[config.mk]
export PLATFORM = sky130hd
export DESIGN_NAME = hiad_top
export DESIGN_NICKNAME = d
export VERILOG_FILES = /design/src/hw/hiad_pkg.sv /design/src/hw/hiad_top.sv /design/src/hw/hiad_sync.sv
export SDC_FILE = /design/constraint.sdc
export NUM_CORES = 1
export LEC_CHECK = 0
export BUFFER_PORTS_ARGS = -buffer_cell sky130_fd_sc_hd__buf_2
export CAP_MARGIN = 20
export CORE_MARGIN = 8
export CORE_UTILIZATION = 25
export CTS_CLUSTER_SIZE = 14
export DETAILED_ROUTE_END_ITERATION = 6
export PLACE_DENSITY = 0.56
export SLEW_MARGIN = 20
export SYNTH_ARGS = -nofsm -noshare
export SYNTH_HDL_FRONTEND = slang
export SYNTH_SLANG_ARGS = --single-unit
[constraint.sdc]
create_clock -name sys_clk -period 2.13 [get_ports sys_clk]
set_input_delay 0.213 -clock sys_clk [delete_from_list [all_inputs] [get_ports sys_clk]]
set_output_delay 0.213 -clock sys_clk [all_outputs]
set_load 0.03 [all_outputs]
[src/hw/hiad_pkg.sv]
// package for the host interface auto-detect block
// assumes a single 40 MHz sys_clk domain and a synchronous active-high reset
package hiad_pkg;

  // detected interface types, held until the next hard reset
  typedef enum logic [2:0] {
    HIAD_IF_NONE     = 3'h0,
    HIAD_IF_UART     = 3'h1,
    HIAD_IF_SPI      = 3'h2,
    HIAD_IF_I2C      = 3'h3,
    HIAD_IF_PAR_SEP  = 3'h4,
    HIAD_IF_PAR_COM  = 3'h5,
    HIAD_IF_PAR_DED  = 3'h6
  } hiad_if_t;

  // detector sequencing
  typedef enum logic [1:0] {
    HIAD_ST_SETTLE = 2'h0,
    HIAD_ST_SAMPLE = 2'h1,
    HIAD_ST_LOCKED = 2'h2
  } hiad_state_t;

  // strap pattern on address pins 5..0
  localparam logic [5:0] HIAD_STRAP_UART = 6'h00;
  localparam logic [5:0] HIAD_STRAP_SPI = 6'h01;
  localparam logic [5:0] HIAD_STRAP_I2C_MASK = 6'h3E;
  localparam logic [5:0] HIAD_STRAP_I2C = 6'h02;
  localparam logic [5:0] HIAD_STRAP_MUX_MASK = 6'h3E;
  localparam logic [5:0] HIAD_STRAP_MUX = 6'h06;

  // settle time after reset release before the straps are read
  localparam int HIAD_CLK_HZ = 40000000;
  localparam int HIAD_SETTLE_NS = 1000;
  localparam int HIAD_SETTLE_CYC = (HIAD_SETTLE_NS * (HIAD_CLK_HZ / 1000000) + 999) / 1000;
  localparam int HIAD_CNT_W = 6;
  localparam logic [HIAD_CNT_W-1:0] HIAD_SETTLE_LAST = HIAD_CNT_W'(HIAD_SETTLE_CYC - 1);

  localparam logic [6:0] HIAD_ADDR_RESET = 7'h00;

endpackage

[src/hw/hiad_top.sv]
// host interface auto-detect: reads straps after reset, locks mode, routes pins
// assumes pads outside resolve each pin from its _o/_oe pair; one clock, sync reset
//
// Contract
// - after every hard reset the interface logic restarts and finds the host type by itself.
// - the type is found by sampling strap and control pin levels once reset is over.
// - address straps all 0 with both strobes high select UART.
// - straps 000001 with strobes high select SPI; 00001x selects I2C with pin 0 as address mode.
// - in serial modes the latch pin and data pins 7..5 take the UART, SPI or I2C roles.
// - in I2C data pins 4..0 give slave address bits 2..6 and pins 6,5 give bits 0,1 gated by address mode, else unused.
`timescale 1ns/10ps
module hiad_top
  import hiad_pkg::*;
(
  input wire logic sys_clk,
  input wire logic rst,
  input wire logic addr_strobe_pin,
  input wire logic [5:0] addr_strap_pin,
  input wire logic read_strobe_n_pin,
  input wire logic write_strobe_n_pin,
  input wire logic [7:0] data_pin_i,
  input wire logic uart_tx_data,
  input wire logic uart_aux_out_data,
  input wire logic uart_request_data,
  input wire logic spi_miso_data,
  input wire logic spi_miso_en,
  output hiad_pkg::hiad_if_t if_type,
  output logic if_locked,
  output logic [7:0] data_pin_o,
  output logic [7:0] data_pin_oe,
  output logic serial_rx,
  output logic spi_nss,
  output logic spi_mosi,
  output logic spi_sck,
  output logic i2c_sda_in,
  output logic i2c_scl_in,
  output logic [6:0] i2c_slave_addr,
  output logic i2c_addr_mode
);
  import hiad_pkg::*;

  // pins are asynchronous: two flops before any logic
  logic [16:0] pin_raw;
  logic [16:0] pin_s;
  assign pin_raw = {addr_strobe_pin, read_strobe_n_pin, write_strobe_n_pin,
                    addr_strap_pin, data_pin_i};

  hiad_sync #(.WIDTH(17)) u_sync (
    .sys_clk(sys_clk),
    .rst(rst),
    .async_in(pin_raw),
    .sync_out(pin_s)
  );

  wire latch_s = pin_s[16];
  wire rd_n_s = pin_s[15];
  wire wr_n_s = pin_s[14];
  wire [5:0] strap_s = pin_s[13:8];
  wire [7:0] data_s = pin_s[7:0];

  hiad_state_t state_reg, state_next;
  hiad_if_t type_reg, type_next;
  logic [HIAD_CNT_W-1:0] cnt_reg, cnt_next;
  logic mode_reg, mode_next;

  // decode of the strap pattern
  function automatic hiad_if_t decode_strap(input logic [5:0] s, input logic rd_n,
                                            input logic wr_n);
    hiad_if_t t;
    t = HIAD_IF_PAR_DED;
    if (rd_n && wr_n && s == HIAD_STRAP_UART) t = HIAD_IF_UART;
    else if (rd_n && wr_n && s == HIAD_STRAP_SPI) t = HIAD_IF_SPI;
    else if (rd_n && wr_n && (s & HIAD_STRAP_I2C_MASK) == HIAD_STRAP_I2C) t = HIAD_IF_I2C;
    else if ((s & HIAD_STRAP_MUX_MASK) == HIAD_STRAP_MUX)
      t = s[0] ? HIAD_IF_PAR_SEP : HIAD_IF_PAR_COM;
    return t;
  endfunction

  wire hiad_if_t strap_type = decode_strap(strap_s, rd_n_s, wr_n_s);
  wire settle_done = (cnt_reg == HIAD_SETTLE_LAST);

  always_comb begin
    state_next = state_reg;
    type_next = type_reg;
    cnt_next = cnt_reg;
    mode_next = mode_reg;
    unique case (state_reg)
      HIAD_ST_SETTLE: begin
        cnt_next = cnt_reg + 1'b1;
        if (settle_done) state_next = HIAD_ST_SAMPLE;
      end
      HIAD_ST_SAMPLE: begin
        type_next = strap_type;
        mode_next = strap_s[0];
        state_next = HIAD_ST_LOCKED;
      end
      HIAD_ST_LOCKED: begin
        state_next = HIAD_ST_LOCKED;
      end
      default: state_next = HIAD_ST_SETTLE;
    endcase
  end

  // reset restarts detection with no host action
  always_ff @(posedge sys_clk) begin
    if (rst) begin
      state_reg <= HIAD_ST_SETTLE;
      type_reg <= HIAD_IF_NONE;
      cnt_reg <= '0;
      mode_reg <= 1'b0;
    end else begin
      state_reg <= state_next;
      type_reg <= type_next;
      cnt_reg <= cnt_next;
      mode_reg <= mode_next;
    end
  end

  wire is_uart = (type_reg == HIAD_IF_UART);
  wire is_spi = (type_reg == HIAD_IF_SPI);
  wire is_i2c = (type_reg == HIAD_IF_I2C);

  // pin roles; unused pins stay undriven
  logic [7:0] dout_next, doe_next;
  assign dout_next = is_uart ? {uart_tx_data, uart_aux_out_data, uart_request_data, 5'h00} :
                     is_spi ? {spi_miso_data, 7'h00} : 8'h00;
  assign doe_next = is_uart ? 8'hE0 : (is_spi && spi_miso_en) ? 8'h80 : 8'h00;
  // address bits 0,1 from data 6,5 and 2..6 from data 4..0, reversed order
  wire [6:0] adr_pins = {data_s[0], data_s[1], data_s[2], data_s[3], data_s[4],
                         data_s[5], data_s[6]};
  // without address mode the pin-set part is ignored; low bits stay programmable elsewhere
  wire [6:0] adr_next = !is_i2c ? HIAD_ADDR_RESET :
                        mode_reg ? adr_pins : {adr_pins[6:2], 2'h0};

  always_ff @(posedge sys_clk) begin
    if (rst) begin
      data_pin_o <= 8'h00;
      data_pin_oe <= 8'h00;
      serial_rx <= 1'b1;
      spi_nss <= 1'b1;
      spi_mosi <= 1'b0;
      spi_sck <= 1'b0;
      i2c_sda_in <= 1'b1;
      i2c_scl_in <= 1'b1;
      i2c_slave_addr <= HIAD_ADDR_RESET;
      i2c_addr_mode <= 1'b0;
      if_type <= HIAD_IF_NONE;
      if_locked <= 1'b0;
    end else begin
      data_pin_o <= dout_next;
      data_pin_oe <= doe_next;
      serial_rx <= is_uart ? latch_s : 1'b1;
      spi_nss <= is_spi ? latch_s : 1'b1;
      spi_mosi <= is_spi & data_s[6];
      spi_sck <= is_spi & data_s[5];
      i2c_sda_in <= is_i2c ? latch_s : 1'b1;
      i2c_scl_in <= is_i2c ? data_s[7] : 1'b1;
      i2c_slave_addr <= adr_next;
      i2c_addr_mode <= is_i2c & mode_reg;
      if_type <= type_reg;
      if_locked <= (state_reg == HIAD_ST_LOCKED);
    end
  end

  // the locked type never changes while out of reset
  a_type_held: assert property (@(posedge sys_clk) disable iff (rst)
    state_reg == HIAD_ST_LOCKED |=> $stable(type_reg))
    else $error("locked type changed");
  a_out_held: assert property (@(posedge sys_clk) disable iff (rst)
    if_locked |=> if_locked && $stable(if_type))
    else $error("reported type moved after lock");
  a_settle_len: assert property (@(posedge sys_clk) disable iff (rst)
    $rose(state_reg == HIAD_ST_SAMPLE) |-> $past(cnt_reg) == HIAD_SETTLE_LAST)
    else $error("sampled before settle time");
  a_reset_restart: assert property (@(posedge sys_clk)
    rst |=> state_reg == HIAD_ST_SETTLE && type_reg == HIAD_IF_NONE)
    else $error("reset did not restart detection");
  a_uart_pick: assert property (@(posedge sys_clk) disable iff (rst)
    state_reg == HIAD_ST_SAMPLE && strap_s == 6'h00 && rd_n_s && wr_n_s
    |=> type_reg == HIAD_IF_UART)
    else $error("uart straps not decoded");
  a_spi_pick: assert property (@(posedge sys_clk) disable iff (rst)
    state_reg == HIAD_ST_SAMPLE && strap_s == 6'h01 && rd_n_s && wr_n_s
    |=> type_reg == HIAD_IF_SPI)
    else $error("spi straps not decoded");
  a_i2c_pick: assert property (@(posedge sys_clk) disable iff (rst)
    state_reg == HIAD_ST_SAMPLE && strap_s[5:1] == 5'h01 && rd_n_s && wr_n_s
    |=> type_reg == HIAD_IF_I2C && mode_reg == $past(strap_s[0]))
    else $error("i2c straps not decoded");
  // straps may move after the sample; only the sampled copy counts
  a_mux_pick: assert property (@(posedge sys_clk) disable iff (rst)
    state_reg == HIAD_ST_SAMPLE && strap_s[5:1] == 5'h03
    |=> type_reg == ($past(strap_s[0]) ? HIAD_IF_PAR_SEP : HIAD_IF_PAR_COM))
    else $error("parallel straps not decoded");
  a_uart_pins: assert property (@(posedge sys_clk) disable iff (rst)
    is_uart |=> data_pin_oe == 8'hE0 && data_pin_o[7] == $past(uart_tx_data))
    else $error("uart pin roles wrong");
  a_low_unused: assert property (@(posedge sys_clk) disable iff (rst)
    !is_i2c |=> data_pin_oe[4:0] == 5'h00 && i2c_slave_addr == 7'h00)
    else $error("low data pins used outside i2c");
  a_spi_pins: assert property (@(posedge sys_clk) disable iff (rst)
    is_spi |=> spi_nss == $past(latch_s) && spi_mosi == $past(data_s[6])
    && spi_sck == $past(data_s[5]))
    else $error("spi input roles wrong");
  a_miso_drive: assert property (@(posedge sys_clk) disable iff (rst)
    is_spi |=> data_pin_oe == {$past(spi_miso_en), 7'h00}
    && data_pin_o[7] == $past(spi_miso_data))
    else $error("miso drive wrong");
  a_i2c_pins: assert property (@(posedge sys_clk) disable iff (rst)
    is_i2c |=> i2c_sda_in == $past(latch_s) && i2c_scl_in == $past(data_s[7])
    && data_pin_oe == 8'h00)
    else $error("i2c pin roles wrong");
  a_i2c_addr: assert property (@(posedge sys_clk) disable iff (rst)
    is_i2c |=> i2c_slave_addr[2] == $past(data_s[4])
    && i2c_slave_addr[6] == $past(data_s[0]) && i2c_addr_mode == $past(mode_reg)
    && i2c_slave_addr[0] == ($past(mode_reg) && $past(data_s[6])))
    else $error("i2c slave address wrong");

  c_uart: cover property (@(posedge sys_clk) disable iff (rst) if_locked && is_uart);
  c_spi: cover property (@(posedge sys_clk) disable iff (rst) if_locked && is_spi);
  c_i2c: cover property (@(posedge sys_clk) disable iff (rst) if_locked && is_i2c);
  c_par: cover property (@(posedge sys_clk) disable iff (rst)
    if_locked && type_reg == HIAD_IF_PAR_COM);
  c_par_sep: cover property (@(posedge sys_clk) disable iff (rst)
    if_locked && type_reg == HIAD_IF_PAR_SEP);
endmodule

[src/hw/hiad_sync.sv]
// two-flop synchroniser for a bundle of pin levels
// assumes inputs are asynchronous to sys_clk
`timescale 1ns/10ps
module hiad_sync #(
  parameter int WIDTH = 1
) (
  input wire logic sys_clk,
  input wire logic rst,
  input wire logic [WIDTH-1:0] async_in,
  output logic [WIDTH-1:0] sync_out
);
  logic [WIDTH-1:0] meta_reg;

  // first stage is read only by the second stage
  always_ff @(posedge sys_clk) begin
    if (rst) begin
      meta_reg <= '0;
      sync_out <= '0;
    end else begin
      meta_reg <= async_in;
      sync_out <= meta_reg;
    end
  end
endmodule

==> results.md, run 1 <==
Status:
- The flow ran to the end, and the final reports show no timing, DRC or antenna violations.

Setup path:
- Data arrives at the worst endpoint at 1.60 ns.
- The path type of the worst setup path is flop to flop.
- The worst reg2reg path startpoint is state_reg[1].
- On the critical path, the stage with the largest delay is an instance of dfxtp_1.
- Of all nets on the critical path, the largest fanout is 10.
- The number of cells on the worst reg-to-reg path is 6.
- The setup check on the worst reg-to-reg path leaves a slack of 0.75 ns.
- The number of buffers and inverters on the critical path is 2.
- The largest stage delay on the critical path is 0.39 ns.
- Walking the worst path, the cells encountered are inv_1, ha_1, buf_4, nor3b_1, a41oi_1, o311ai_1.
- The family with the most delay on the worst path is flip-flops.
- The worst setup path is captured at a flop.
- The worst register-to-register path ends at state_reg[1].
- Data on the critical path is required at its endpoint by 2.35 ns.
- The startpoint type of the worst setup path is a flop.

Global route:
- The wire length of the first global-routing pass is 6.85 mm.
- The global-route congestion overflow total is 0.
- The initial antenna violation count is 0.
- The total global-route track usage is 6.84%.
- Entering global routing, the biggest net connects 25 pins.
- The number of global-route vias before repair is 1473.

Yosys:
- The number of synthesized flops with an enable pin is 0.
- Yosys printed 0 warnings.
- The area fraction of the dominant cell type after synthesis is 60.5%.
- dfxtp_1 takes more of the synthesized area than any other cell.
- Synthesis instantiated 36 different standard cells from the library.
- The mean instance size in the synthesized netlist is 11.4 µm².
- Sorting the synthesized cells by area gives the leading types as dfxtp_1 (60%), nor2b_1 (10%), buf_4 (3.9%).
- The number of synthesized register bits is 69.
- The sequential share of the synthesized area is 60.5%.
- The cell count after synthesis came out at 201.
- The dominant synthesized flop cell is dfxtp_1.
- The share of flip-flops with an asynchronous set or reset is 0%.
- The total standard cell area after synthesis is 0.00228 mm².

Routing:
- The initial detailed-routing violation count is 52.
- The routed length per placed instance is 10.8 µm.
- The first detailed-routing pass took 2 iterations.
- The via-per-instance ratio is 3.89.
- The total DRC errors in the routed layout is 0.
- The number of vias in the routed layout is 1426.
- The number of routed nets with antenna violations is 0.
- The wire length reported by the detailed router is 3.97 mm.

Clock tree:
- The clock edge transition at the registers on the reported setup and hold paths is 0.08 ns.
- The TritonCTS clock tree is yes.
- The number of sinks driven by the clock tree is 69.
- The H-tree was split into 3 levels.
- The clock tree buffer depth is 2.
- The library cell used as clock root buffer is clkbuf_8.
- The number of clock buffers added by TritonCTS is 9.
- The post-CTS setup-driven buffer insertion count is 0.
- The total of cells resized after clock tree synthesis is 0.
- The clock reaches the later pin of the worst-skew pair after 0.33 ns.
- The hold buffer count at CTS is 0.

Timing:
- Across the routed clock network, the largest skew measured is 0.0108 ns.
- Setup repair after global routing left no endpoint under its margin.
- The final total negative setup slack is 0 ns.
- The number of pins with negative max-slew slack in the final report is 0.
- The share of the cycle needed by the critical path after routing is 64.8%.
- The setup-violating endpoint count in the final report is 0.
- The hold violation total from the final report came to 0.
- The clock period could shrink to 1.38 ns.
- Derived from the worst setup path, the maximum achievable clock frequency is 725 MHz.

Final layout:
- Fill cells in the final layout number 947.
- The count of cells in the finished layout, fillers not included, comes to 367.
- The layout net count is 281.
- Leaving out fill and tap cells, the most frequent cells in the layout are dfxtp_1 (69), buf_2 (47), nor2b_1 (37).
- Leaving out fill and tap cells, the most frequent cell in the layout is dfxtp_1.
- From synthesis to final layout, the design area changed by 21.5%.
- The post-route netlist has 27.3% of its cells at a drive strength greater than 1.
- The diode insertion count for antenna repair is 0.

Hold path:
- The worst hold path begins at spi_miso_en.
- The end point of the worst hold path is data_pin_oe[7].
- The min-delay analysis places its worst path in the category primary input to flop.
- Counting instances, the worst hold path has a depth of 2.

Floorplan:
- The die span in x is 112 µm.
- The effective utilization at floorplan is 25.2%.
- The floorplan step set the die height to 112 µm.
- The I/O pin count is 58.
- The initialized floorplan defines 35 standard-cell rows.
- The area of the core is 0.00906 mm².
- The die covers 0.0125 mm².

Power:
- Summed over all cells, the static leakage comes to 1.22 nW.
- IR analysis of the VDD net gives a maximum drop of 0.255 mV.
- Dividing total power by cell area gives a power density of 1080 mW/mm².

Placement:
- The number of cells after detailed placement is 352.
- The detailed placer's ending HPWL is 2.94 mm.
- The count of port buffers added during placement is 47.
- Routability-driven placement finished with a final weighted congestion of 0.645.

Job:
- Across the run, the number of max-cap violations was 0.
[stage by stage]
| step | setup WS (ns) | utilization (%) | hold WS (ns) | power, mW | cell area [µm²] |
|---|---|---|---|---|---|
| after floorplan | 0.903 | - | 0.285 | 1.89 | 2320 |
| after global placement | 0.846 | 28.5 | 0.397 | 1.99 | 2590 |
| after detailed placement | 0.798 | 28.5 | 0.393 | 2.02 | 2590 |
| after CTS | 0.742 | 30.6 | 0.0520 | 3.05 | 2780 |
| after global routing | 0.653 | 30.6 | 0.0554 | 3.18 | 2780 |
| final | 0.751 | 30.6 | 0.0691 | 3.00 | 2780 |
[routing by layer]
layer | GRT usage, % | part of all wire, %
met1 | 7.44 | 45
met2 | 10.6 | 45
met3 | 3.68 | 8.0
met4 | 3.56 | 2.1
met5 | 0 | 0
[synth_stat cells, types with 3 or more instances]
master,instances
nand2b_1,5
nor2b_1,37
dfxtp_1,69
nor2_1,8
buf_4,12
and3b_1,3
and2_1,10
mux2i_1,3
nand4_1,3
a311oi_1,3
inv_1,3
ha_1,5
nand2_1,6
clkbuf_1,3
xor2_1,3
[worst max path at each step]
stage	startpoint	end	slack, ns	cells after the start
floorplan	state_reg[0]	state_reg[1]	0.90	5
global placement	state_reg[0]	cnt_reg[5]	0.85	5
detailed placement	state_reg[0]	state_reg[1]	0.80	5
CTS	state_reg[0]	state_reg[1]	0.74	6
global route	state_reg[0]	state_reg[1]	0.65	6
finish	state_reg[1]	state_reg[1]	0.75	6
[worst register-to-register path: stages (launching register included)]
cell and delay, ns:
dfxtp_1 0.39, inv_1 0.11, ha_1 0.23, buf_4 0.18, nor3b_1 0.20, a41oi_1 0.07
o311ai_1 0.10
[cell type report]
type                            instances  area (µm²)  area share [%]
Tap cell                              111         139            5.00
Clock inverter                          6        63.8            2.30
Sequential cell                        69        1380            49.8
Clock buffer                            9         124            4.46
Inverter                                3        11.3           0.406
Multi-Input combinational cell        119         798            28.8
Timing Repair Buffer                   50         258            9.29
[cells by family after synthesis]
kind of cell	Yosys count	share of synthesized area, %
XOR/XNOR	4	1.53
AO/OA/AOI/OAI	13	4.49
AND/OR/NAND/NOR	84	23.2
adder cells (fa/ha/maj)	5	2.74
other	1	0.164
multiplexers	3	1.31
buffers and inverters	22	6.08
flip-flops	69	60.5
[report_power, final]
group,leakage (nW),internal (mW),switching (mW)
combinational,0.561,0.216,0.292
sequential,0.566,1.40,0.0754
clock,0.0915,0.534,0.479
Note: power is estimated with default switching activity, not from simulation.
==> run 2: changes to the inputs <==
--- a/config.mk
+++ b/config.mk
@@ -11,7 +11,7 @@
 export CORE_UTILIZATION = 25
 export CTS_CLUSTER_SIZE = 14
 export DETAILED_ROUTE_END_ITERATION = 6
-export PLACE_DENSITY = 0.56
+export PLACE_DENSITY = 0.57
 export SLEW_MARGIN = 20
 export SYNTH_ARGS = -nofsm -noshare
 export SYNTH_HDL_FRONTEND = slang
==> constraint.sdc (replaced) <==
create_clock -name sys_clk -period 1.15 [get_ports sys_clk]
set_input_delay 0.115 -clock sys_clk [delete_from_list [all_inputs] [get_ports sys_clk]]
set_output_delay 0.115 -clock sys_clk [all_outputs]
set_load 0.03 [all_outputs]
==> results.md, run 2 (synthesized netlist as in run 1, its figures left out) <==
Status:
- The flow ran to the end, but the final reports show violations.
- The final reports fail on negative setup slack.

Clock tree:
- The clock latency on the worst-skew pair is 0.34 ns (about the same).
- The clock edge transition at the registers on the reported setup and hold paths is 0.07 ns (about the same).
- The tree is rooted in a clkbuf_8.
- The clock tree buffer depth is 2 (unchanged).
- The maximum level of the CTS H-tree is 3 (unchanged).
- The number of sinks driven by the clock tree is 69 (unchanged).
- The TritonCTS clock tree is yes.
- The total clock buffers created by CTS was 9 (unchanged).

Setup path:
- The worst reg-to-reg setup slack is -0.05 ns (-0.81 ns).
- The type of element capturing the critical path is a flop.
- The start point of the critical path is state_reg[1].
- The worst setup path is launched from a flop.
- The worst endpoint required time is 1.36 ns (-0.99 ns).
- The number of cells on the worst reg-to-reg path is 5 (-1).
- The critical path is of the flop to flop type.
- The data arrival time of the critical path is 1.42 ns (-0.18 ns).
- The worst register-to-register path begins at state_reg[1].
- The end of the worst register-to-register path is state_reg[1].
- The maximum fanout along the worst path is 3 (-7).

Placement:
- The worst setup slack before clock tree synthesis came to -0.0625 ns (-0.860 ns).
- The area after detailed placement came to 0.00268 mm² (+3.5%).
- The number of cells after detailed placement is 362 (+2.8%).
- The weighted congestion at the end of routability-driven global placement came to 0.667 (+3.5%).
- The detailed placer's ending HPWL is 2.96 mm (+0.89%).
- The count of port buffers added during placement was 47 (unchanged).

Routing:
- The number of vias in the routed layout came to 1577 (+11%).
- The sum of met3 wire segment lengths after detailed routing came to 387 µm (+22%).
- The total DRC errors in the routed layout came to 0 (unchanged).
- The wire length reported by the detailed router is 4.20 mm (+5.7%).
- The number of routed nets with antenna violations was 0 (unchanged).
- The wire length on met1 came to 1.70 mm (-4.8%).
- The initial detailed-routing violation count is 60 (+15%).
- The via-per-instance ratio is 3.92 (+0.96%).
- The met2 layer wire length in the routed design was 1.99 mm (+11%).
- The uppermost metal layer occupied by signal nets is met4.
- The number of detailed-route iterations in the first pass is 4 (+2).
- The routed length per placed instance is 10.4 µm (-3.5%).

Floorplan:
- The effective utilization at floorplan is 25.2% (unchanged).
- The standard-cell row count is 35 (unchanged).
- The total die area came to 0.0125 mm² (unchanged).
- The die span in x is 112 µm (unchanged).
- The area of the core was 0.00906 mm² (unchanged).
- The I/O pin count is 58 (unchanged).
- The die height is 112 µm (unchanged).

Global route:
- The initial antenna violation count is 0 (unchanged).
- The global-route congestion overflow total was 0 (unchanged).
- The total global-route track usage is 7.07% (+0.23 points).
- The wire length of the first global-routing pass is 6.99 mm (+2.0%).
- The number of global-route vias before repair is 1552 (+5.4%).
- The maximum number of pins on one net before global-route repair is 21 (-16%).

Final layout:
- The diode insertion count for antenna repair came to 0 (unchanged).
- The number of filler instances in the final layout is 920 (-2.9%).
- Compared with the post-synthesis result, the final layout area differs by 37.8%.
- The area of combinational cells with multiple inputs is 840 µm² (+5.2%).
- The share of cells above drive strength 1 came to 33.3% (+6.0 points).
- The layout net count is 315 (+12%).
- The top cell types in the final layout, fill and taps aside, are dfxtp_1 (65), buf_2 (47), nor2b_1 (37).
- The number of standard cells in the final layout excluding fillers is 402 (+9.5%).
- The post-layout instance area came to 0.00315 mm² (+13%).
- The most common library cell in the layout ignoring fill and taps is dfxtp_1.
- The sequential cell area was 0.00139 mm² (+0.36%).

Hold path:
- The number of cells on the worst hold path is 2 (unchanged).
- The startpoint of the lowest-slack hold path is rst.
- The tightest min-delay check is of the primary input to flop type.
- The end point of the worst hold path is if_type[0].

Power:
- The reported net switching power is 1.64 mW (+93%).
- The largest voltage drop on the vdd net was 0.641 mV (+150%).
- The overall power after layout is 5.97 mW (+99%).
- The clock network power share is 32.7% (-1.1 points).
- The power density over the cells is 1900 mW/mm² (+75%).
- The proportion of total power due to net switching is 27.4% (-0.80 points).
- The total internal power came to 4.33 mW (+100%).
- The combinational share of power came to 21.7% (+4.8 points).
- The share of power burned in registers is 45.6% (-3.7 points).
- The leakage power of the design was 1.38 nW (+13%).

Timing:
- The setup-violating endpoint count in the final report was 3 (+3).
- The shortest period the worst path allows is 1.20 ns (-0.174 ns).
- The share of the cycle needed by the critical path after routing is 105% (+40 points).
- Setup repair after global routing could not meet its margin everywhere.
- The highest clock rate came to 830 MHz (+14%).
- The number of pins with negative max-slew slack in the final report is 0 (unchanged).
- The hold violation total from the final report came to 0 (unchanged).
- The final total negative setup slack was -0.0754 ns (-0.0754 ns).
- The largest clock skew in the final design was 0.00650 ns (-0.00433 ns).
- The smallest setup slack after layout came to -0.0550 ns (-0.806 ns).

Job:
- The count of maximum capacitance violations came to 0 (unchanged).
==> run 2: cell count changes in the layout (fill, tap and decap cells not counted), sizes merged <==
cell         delta
buf            +12
clkinv          -1
clkbuf          +2
dlygate4sd3    +22
==> run 2: cell type report <==
class,count,share of cell area [%]
clock buffer,11,4.49
clock inverter,5,1.87
inverter,3,0.358
multi-input combinational,119,26.7
sequential,69,44.0
tap,111,4.41
timing repair buffer,84,18.2
==> run 2: power groups by stage <==
stage	Clock (mW)	Sequential (mW)	Combinational (mW)
after floorplan	0	2.89	0.684
after global placement	0	2.76	1.11
after detailed placement	0	2.77	1.14
after CTS	2.03	2.72	1.23
after global routing	2.15	2.75	1.44
final	1.95	2.72	1.29
==> run 2: timing repair <==
action                                  4_1_cts  5_1_grt
pin swaps                                     4        5
buffers inserted                              1        1
endpoints found under the setup margin        3       23
gates resized for setup                       2       10
endpoints found under the hold margin        21        0
hold buffers                                 22        0
==> run 2: worst max-delay path, stage by stage, from the launching register on <==
cell,delay [ns]
dfxtp_2,0.33
inv_2,0.06
ha_4,0.23
nor3b_2,0.14
a41oi_1,0.18
o311ai_1,0.12
==> run 2: worst max-delay path by stage <==
stage	endpoint	slack, ns	depth (start not counted)
floorplan	cnt_reg[5]	0.0003	5
global placement	cnt_reg[5]	-0.03	5
detailed placement	cnt_reg[5]	-0.06	5
CTS	state_reg[1]	-0.03	5
global route	state_reg[0]	-0.09	5
finish	state_reg[1]	-0.05	5
==> run 2: per-layer routing <==
| layer | track usage (%) | vias to the layer above |
|---|---|---|
| li1 | - | 802 |
| met1 | 6.96 | 719 |
| met2 | 11.0 | 44 |
| met3 | 4.33 | 12 |
| met4 | 4.65 | 0 |
| met5 | 0 | - |
==> run 2: stage by stage <==
stage | util (%) | hold slack, ns
after floorplan | - | 0.187
after global placement | 29.5 | 0.314
after detailed placement | 29.5 | 0.319
after CTS | 34.3 | 0.0516
after global routing | 34.7 | 0.0594
final | 34.7 | 0.0576
==> run 3: changes to the inputs <==
--- a/config.mk
+++ b/config.mk
@@ -12,6 +12,7 @@
 export CTS_CLUSTER_SIZE = 14
 export DETAILED_ROUTE_END_ITERATION = 6
 export PLACE_DENSITY = 0.57
+export SETUP_SLACK_MARGIN = 0.2
 export SLEW_MARGIN = 20
 export SYNTH_ARGS = -nofsm -noshare
 export SYNTH_HDL_FRONTEND = slang
==> results.md, run 3 (synthesized netlist as in run 1, its figures left out) <==
Status:
- The run finished, with violations left.
- The checks that failed: negative setup slack.

Routing:
- The number of vias in the routed layout is 1562 (-0.95%).
- The number of routed nets with antenna violations is 0 (unchanged).
- The total DRC errors in the routed layout is 0 (unchanged).
- The wire length reported by the detailed router came to 4.40 mm (+4.9%).
- The number of detailed-route iterations in the first pass is 4 (unchanged).
- The routed length per placed instance is 10.8 µm (+3.3%).
- The via-per-instance ratio was 3.83 (-2.4%).
- The initial detailed-routing violation count was 26 (-57%).

Setup path:
- For this design, the slowest cell found on the critical path is dfxtp_4.
- The path type of the worst setup path is flop to flop.
- The maximum fanout along the worst path is 6 (+3).
- The largest stage delay on the critical path is 0.37 ns (+0.04 ns).
- The worst endpoint required time is 1.39 ns (+0.03 ns).
- The data arrival time of the critical path is 1.45 ns (+0.03 ns).
- The signal on the critical path passes through inv_4, ha_4, buf_4, nor3b_1, a41oi_1, o311ai_1.
- The worst reg-to-reg setup slack came to -0.06 ns (about the same).
- The worst setup path is launched from a flop.
- The worst setup path is captured at a flop.

Clock tree:
- The clock edge transition at the registers on the reported setup and hold paths is 0.07 ns (about the same).
- The clock latency on the worst-skew pair is 0.34 ns (about the same).
- The number of sinks driven by the clock tree was 69 (unchanged).
- The total clock buffers created by CTS is 9 (unchanged).
- The clock tree buffer depth is 2 (unchanged).
- TritonCTS built the clock tree.
- The maximum level of the CTS H-tree came to 3 (unchanged).
- The tree is rooted in a clkbuf_8.

Placement:
- The worst setup slack before clock tree synthesis came to -0.0358 ns (+0.0267 ns).
- The count of port buffers added during placement is 47 (unchanged).
- The detailed placer's ending HPWL is 2.88 mm (-2.6%).
- The weighted congestion at the end of routability-driven global placement is 0.697 (+4.5%).
- The area after detailed placement is 0.00268 mm² (+0.14%).

Final layout:
- The layout net count is 321 (+1.9%).
- The library cells used most frequently in the layout, excluding fill and tap cells, are dfxtp_1 (46), nor2b_1 (37), buf_6 (24).
- The diode insertion count for antenna repair came to 0 (unchanged).
- The most common library cell in the layout ignoring fill and taps is dfxtp_1.
- The area growth from synthesis to layout is 50.3%.
- The post-layout utilization of the core is 37.9% (+3.2 points).
- The area of combinational cells with multiple inputs is 901 µm² (+7.3%).
- The post-layout instance area is 0.00343 mm² (+9.1%).
- The sequential cell area is 0.00142 mm² (+2.1%).
- The share of cells above drive strength 1 is 43.8% (+10 points).
- The number of filler instances in the final layout is 876 (-4.8%).

Global route:
- The initial antenna violation count was 0 (unchanged).
- The number of global-route vias before repair is 1636 (+5.4%).
- The total global-route track usage is 7.45% (+0.38 points).
- The global-route congestion overflow total came to 0 (unchanged).
- The maximum number of pins on one net before global-route repair is 26 (+24%).
- The wire length of the first global-routing pass is 7.36 mm (+5.3%).

Floorplan:
- The effective utilization at floorplan is 25.2% (unchanged).
- The area of the core came to 0.00906 mm² (unchanged).
- The die span in x was 112 µm (unchanged).
- The total die area is 0.0125 mm² (unchanged).
- The standard-cell row count is 35 (unchanged).
- The die height was 112 µm (unchanged).
- The I/O pin count was 58 (unchanged).

Timing:
- The setup-violating endpoint count in the final report is 5 (+2).
- The highest clock rate is 828 MHz (-0.28%).
- The number of pins with negative max-slew slack in the final report came to 0 (unchanged).
- Setup repair after global routing could not meet its margin everywhere.
- The hold violation total from the final report is 0 (unchanged).
- The shortest period the worst path allows is 1.21 ns (+0.00339 ns).
- The largest clock skew in the final design is 0.00402 ns (-0.00248 ns).
- The share of the cycle needed by the critical path after routing is 105% (+0.30 points).
- The smallest setup slack after layout is -0.0584 ns (-0.00339 ns).
- The final total negative setup slack is -0.204 ns (-0.129 ns).

Power:
- The largest voltage drop on the vdd net is 0.874 mV (+36%).
- The power density over the cells was 1850 mW/mm² (-2.3%).
- The leakage power of the design came to 1.44 nW (+4.9%).

Job:
- The count of maximum capacitance violations is 0 (unchanged).

Hold path:
- The path type of the worst min-delay path is primary input to flop.
[run 3: cell types whose count changed in the layout (fill, tap and decap cells not counted), moves of 3 or more]
cell     previous run  this run
and2_1             10         5
and2_4              0         5
buf_2              47        23
buf_4              14        20
buf_6               1        24
dfxtp_1            65        46
dfxtp_2             4        21
nor3b_2             3         0
[run 3: layer usage]
| metal | track usage (%) | share of wire [%] | up-vias |
|---|---|---|---|
| met5 | 0 | 0 | - |
| met4 | 4.65 | 2.4 | 0 |
| met3 | 3.79 | 6.7 | 11 |
| met2 | 12.3 | 48 | 47 |
| met1 | 7.32 | 42 | 687 |
| li1 | - | - | 817 |
[run 3: per-stage QoR]
step	power (mW)	hold WS, ns	instances
2_1_floorplan	3.66	0.184	210
3_3_place_gp	3.91	0.312	360
3_5_place_dp	3.95	0.312	360
4_1_cts	6.27	0.00212	404
5_1_grt	6.70	0.0773	408
6_report	6.36	0.0892	408
[run 3: worst paths after layout]
| check | start | end | cells after the start |
|---|---|---|---|
| setup / recovery | state_reg[0] | state_reg[0] | 6 |
| hold / removal | rst | if_type[2] | 2 |
| setup reg to reg | state_reg[0] | state_reg[0] | 6 |
| hold reg to reg | u_sync.sync_out[7] | i2c_scl_in | 1 |
[run 3: cell type report]
class | count | area share (%)
Clock buffer | 11 | 4.41
Clock inverter | 5 | 1.71
Inverter | 3 | 0.401
Multi-Input combinational cell | 120 | 26.2
Sequential cell | 69 | 41.2
Tap cell | 111 | 4.04
Timing Repair Buffer | 89 | 22.0
[run 3: where the power goes]
| part | total, mW | internal, mW | switching [mW] |
|---|---|---|---|
| combinational | 1.61 | 0.891 | 0.719 |
| clock | 1.99 | 1.12 | 0.869 |
| sequential | 2.77 | 2.63 | 0.138 |
| total | 6.36 | 4.64 | 1.73 |
[run 3: timing repair]
item	CTS	global route
gates resized for setup	42	45
pin swaps	7	7
endpoints found under the setup margin	56	51
cloned	1	0
hold buffers	21	1
hold endpoints to repair	20	1
setup buffers	6	3
[run 3: critical path, delay by kind of cell (launching register included)]
kind | cells | cell delay, ns
and+or+nand+nor | 1 | 0.21
DFF | 1 | 0.37
buffers and inverters | 2 | 0.18
AOI/OAI and AO/OA | 2 | 0.16
adders and majority gates | 1 | 0.18
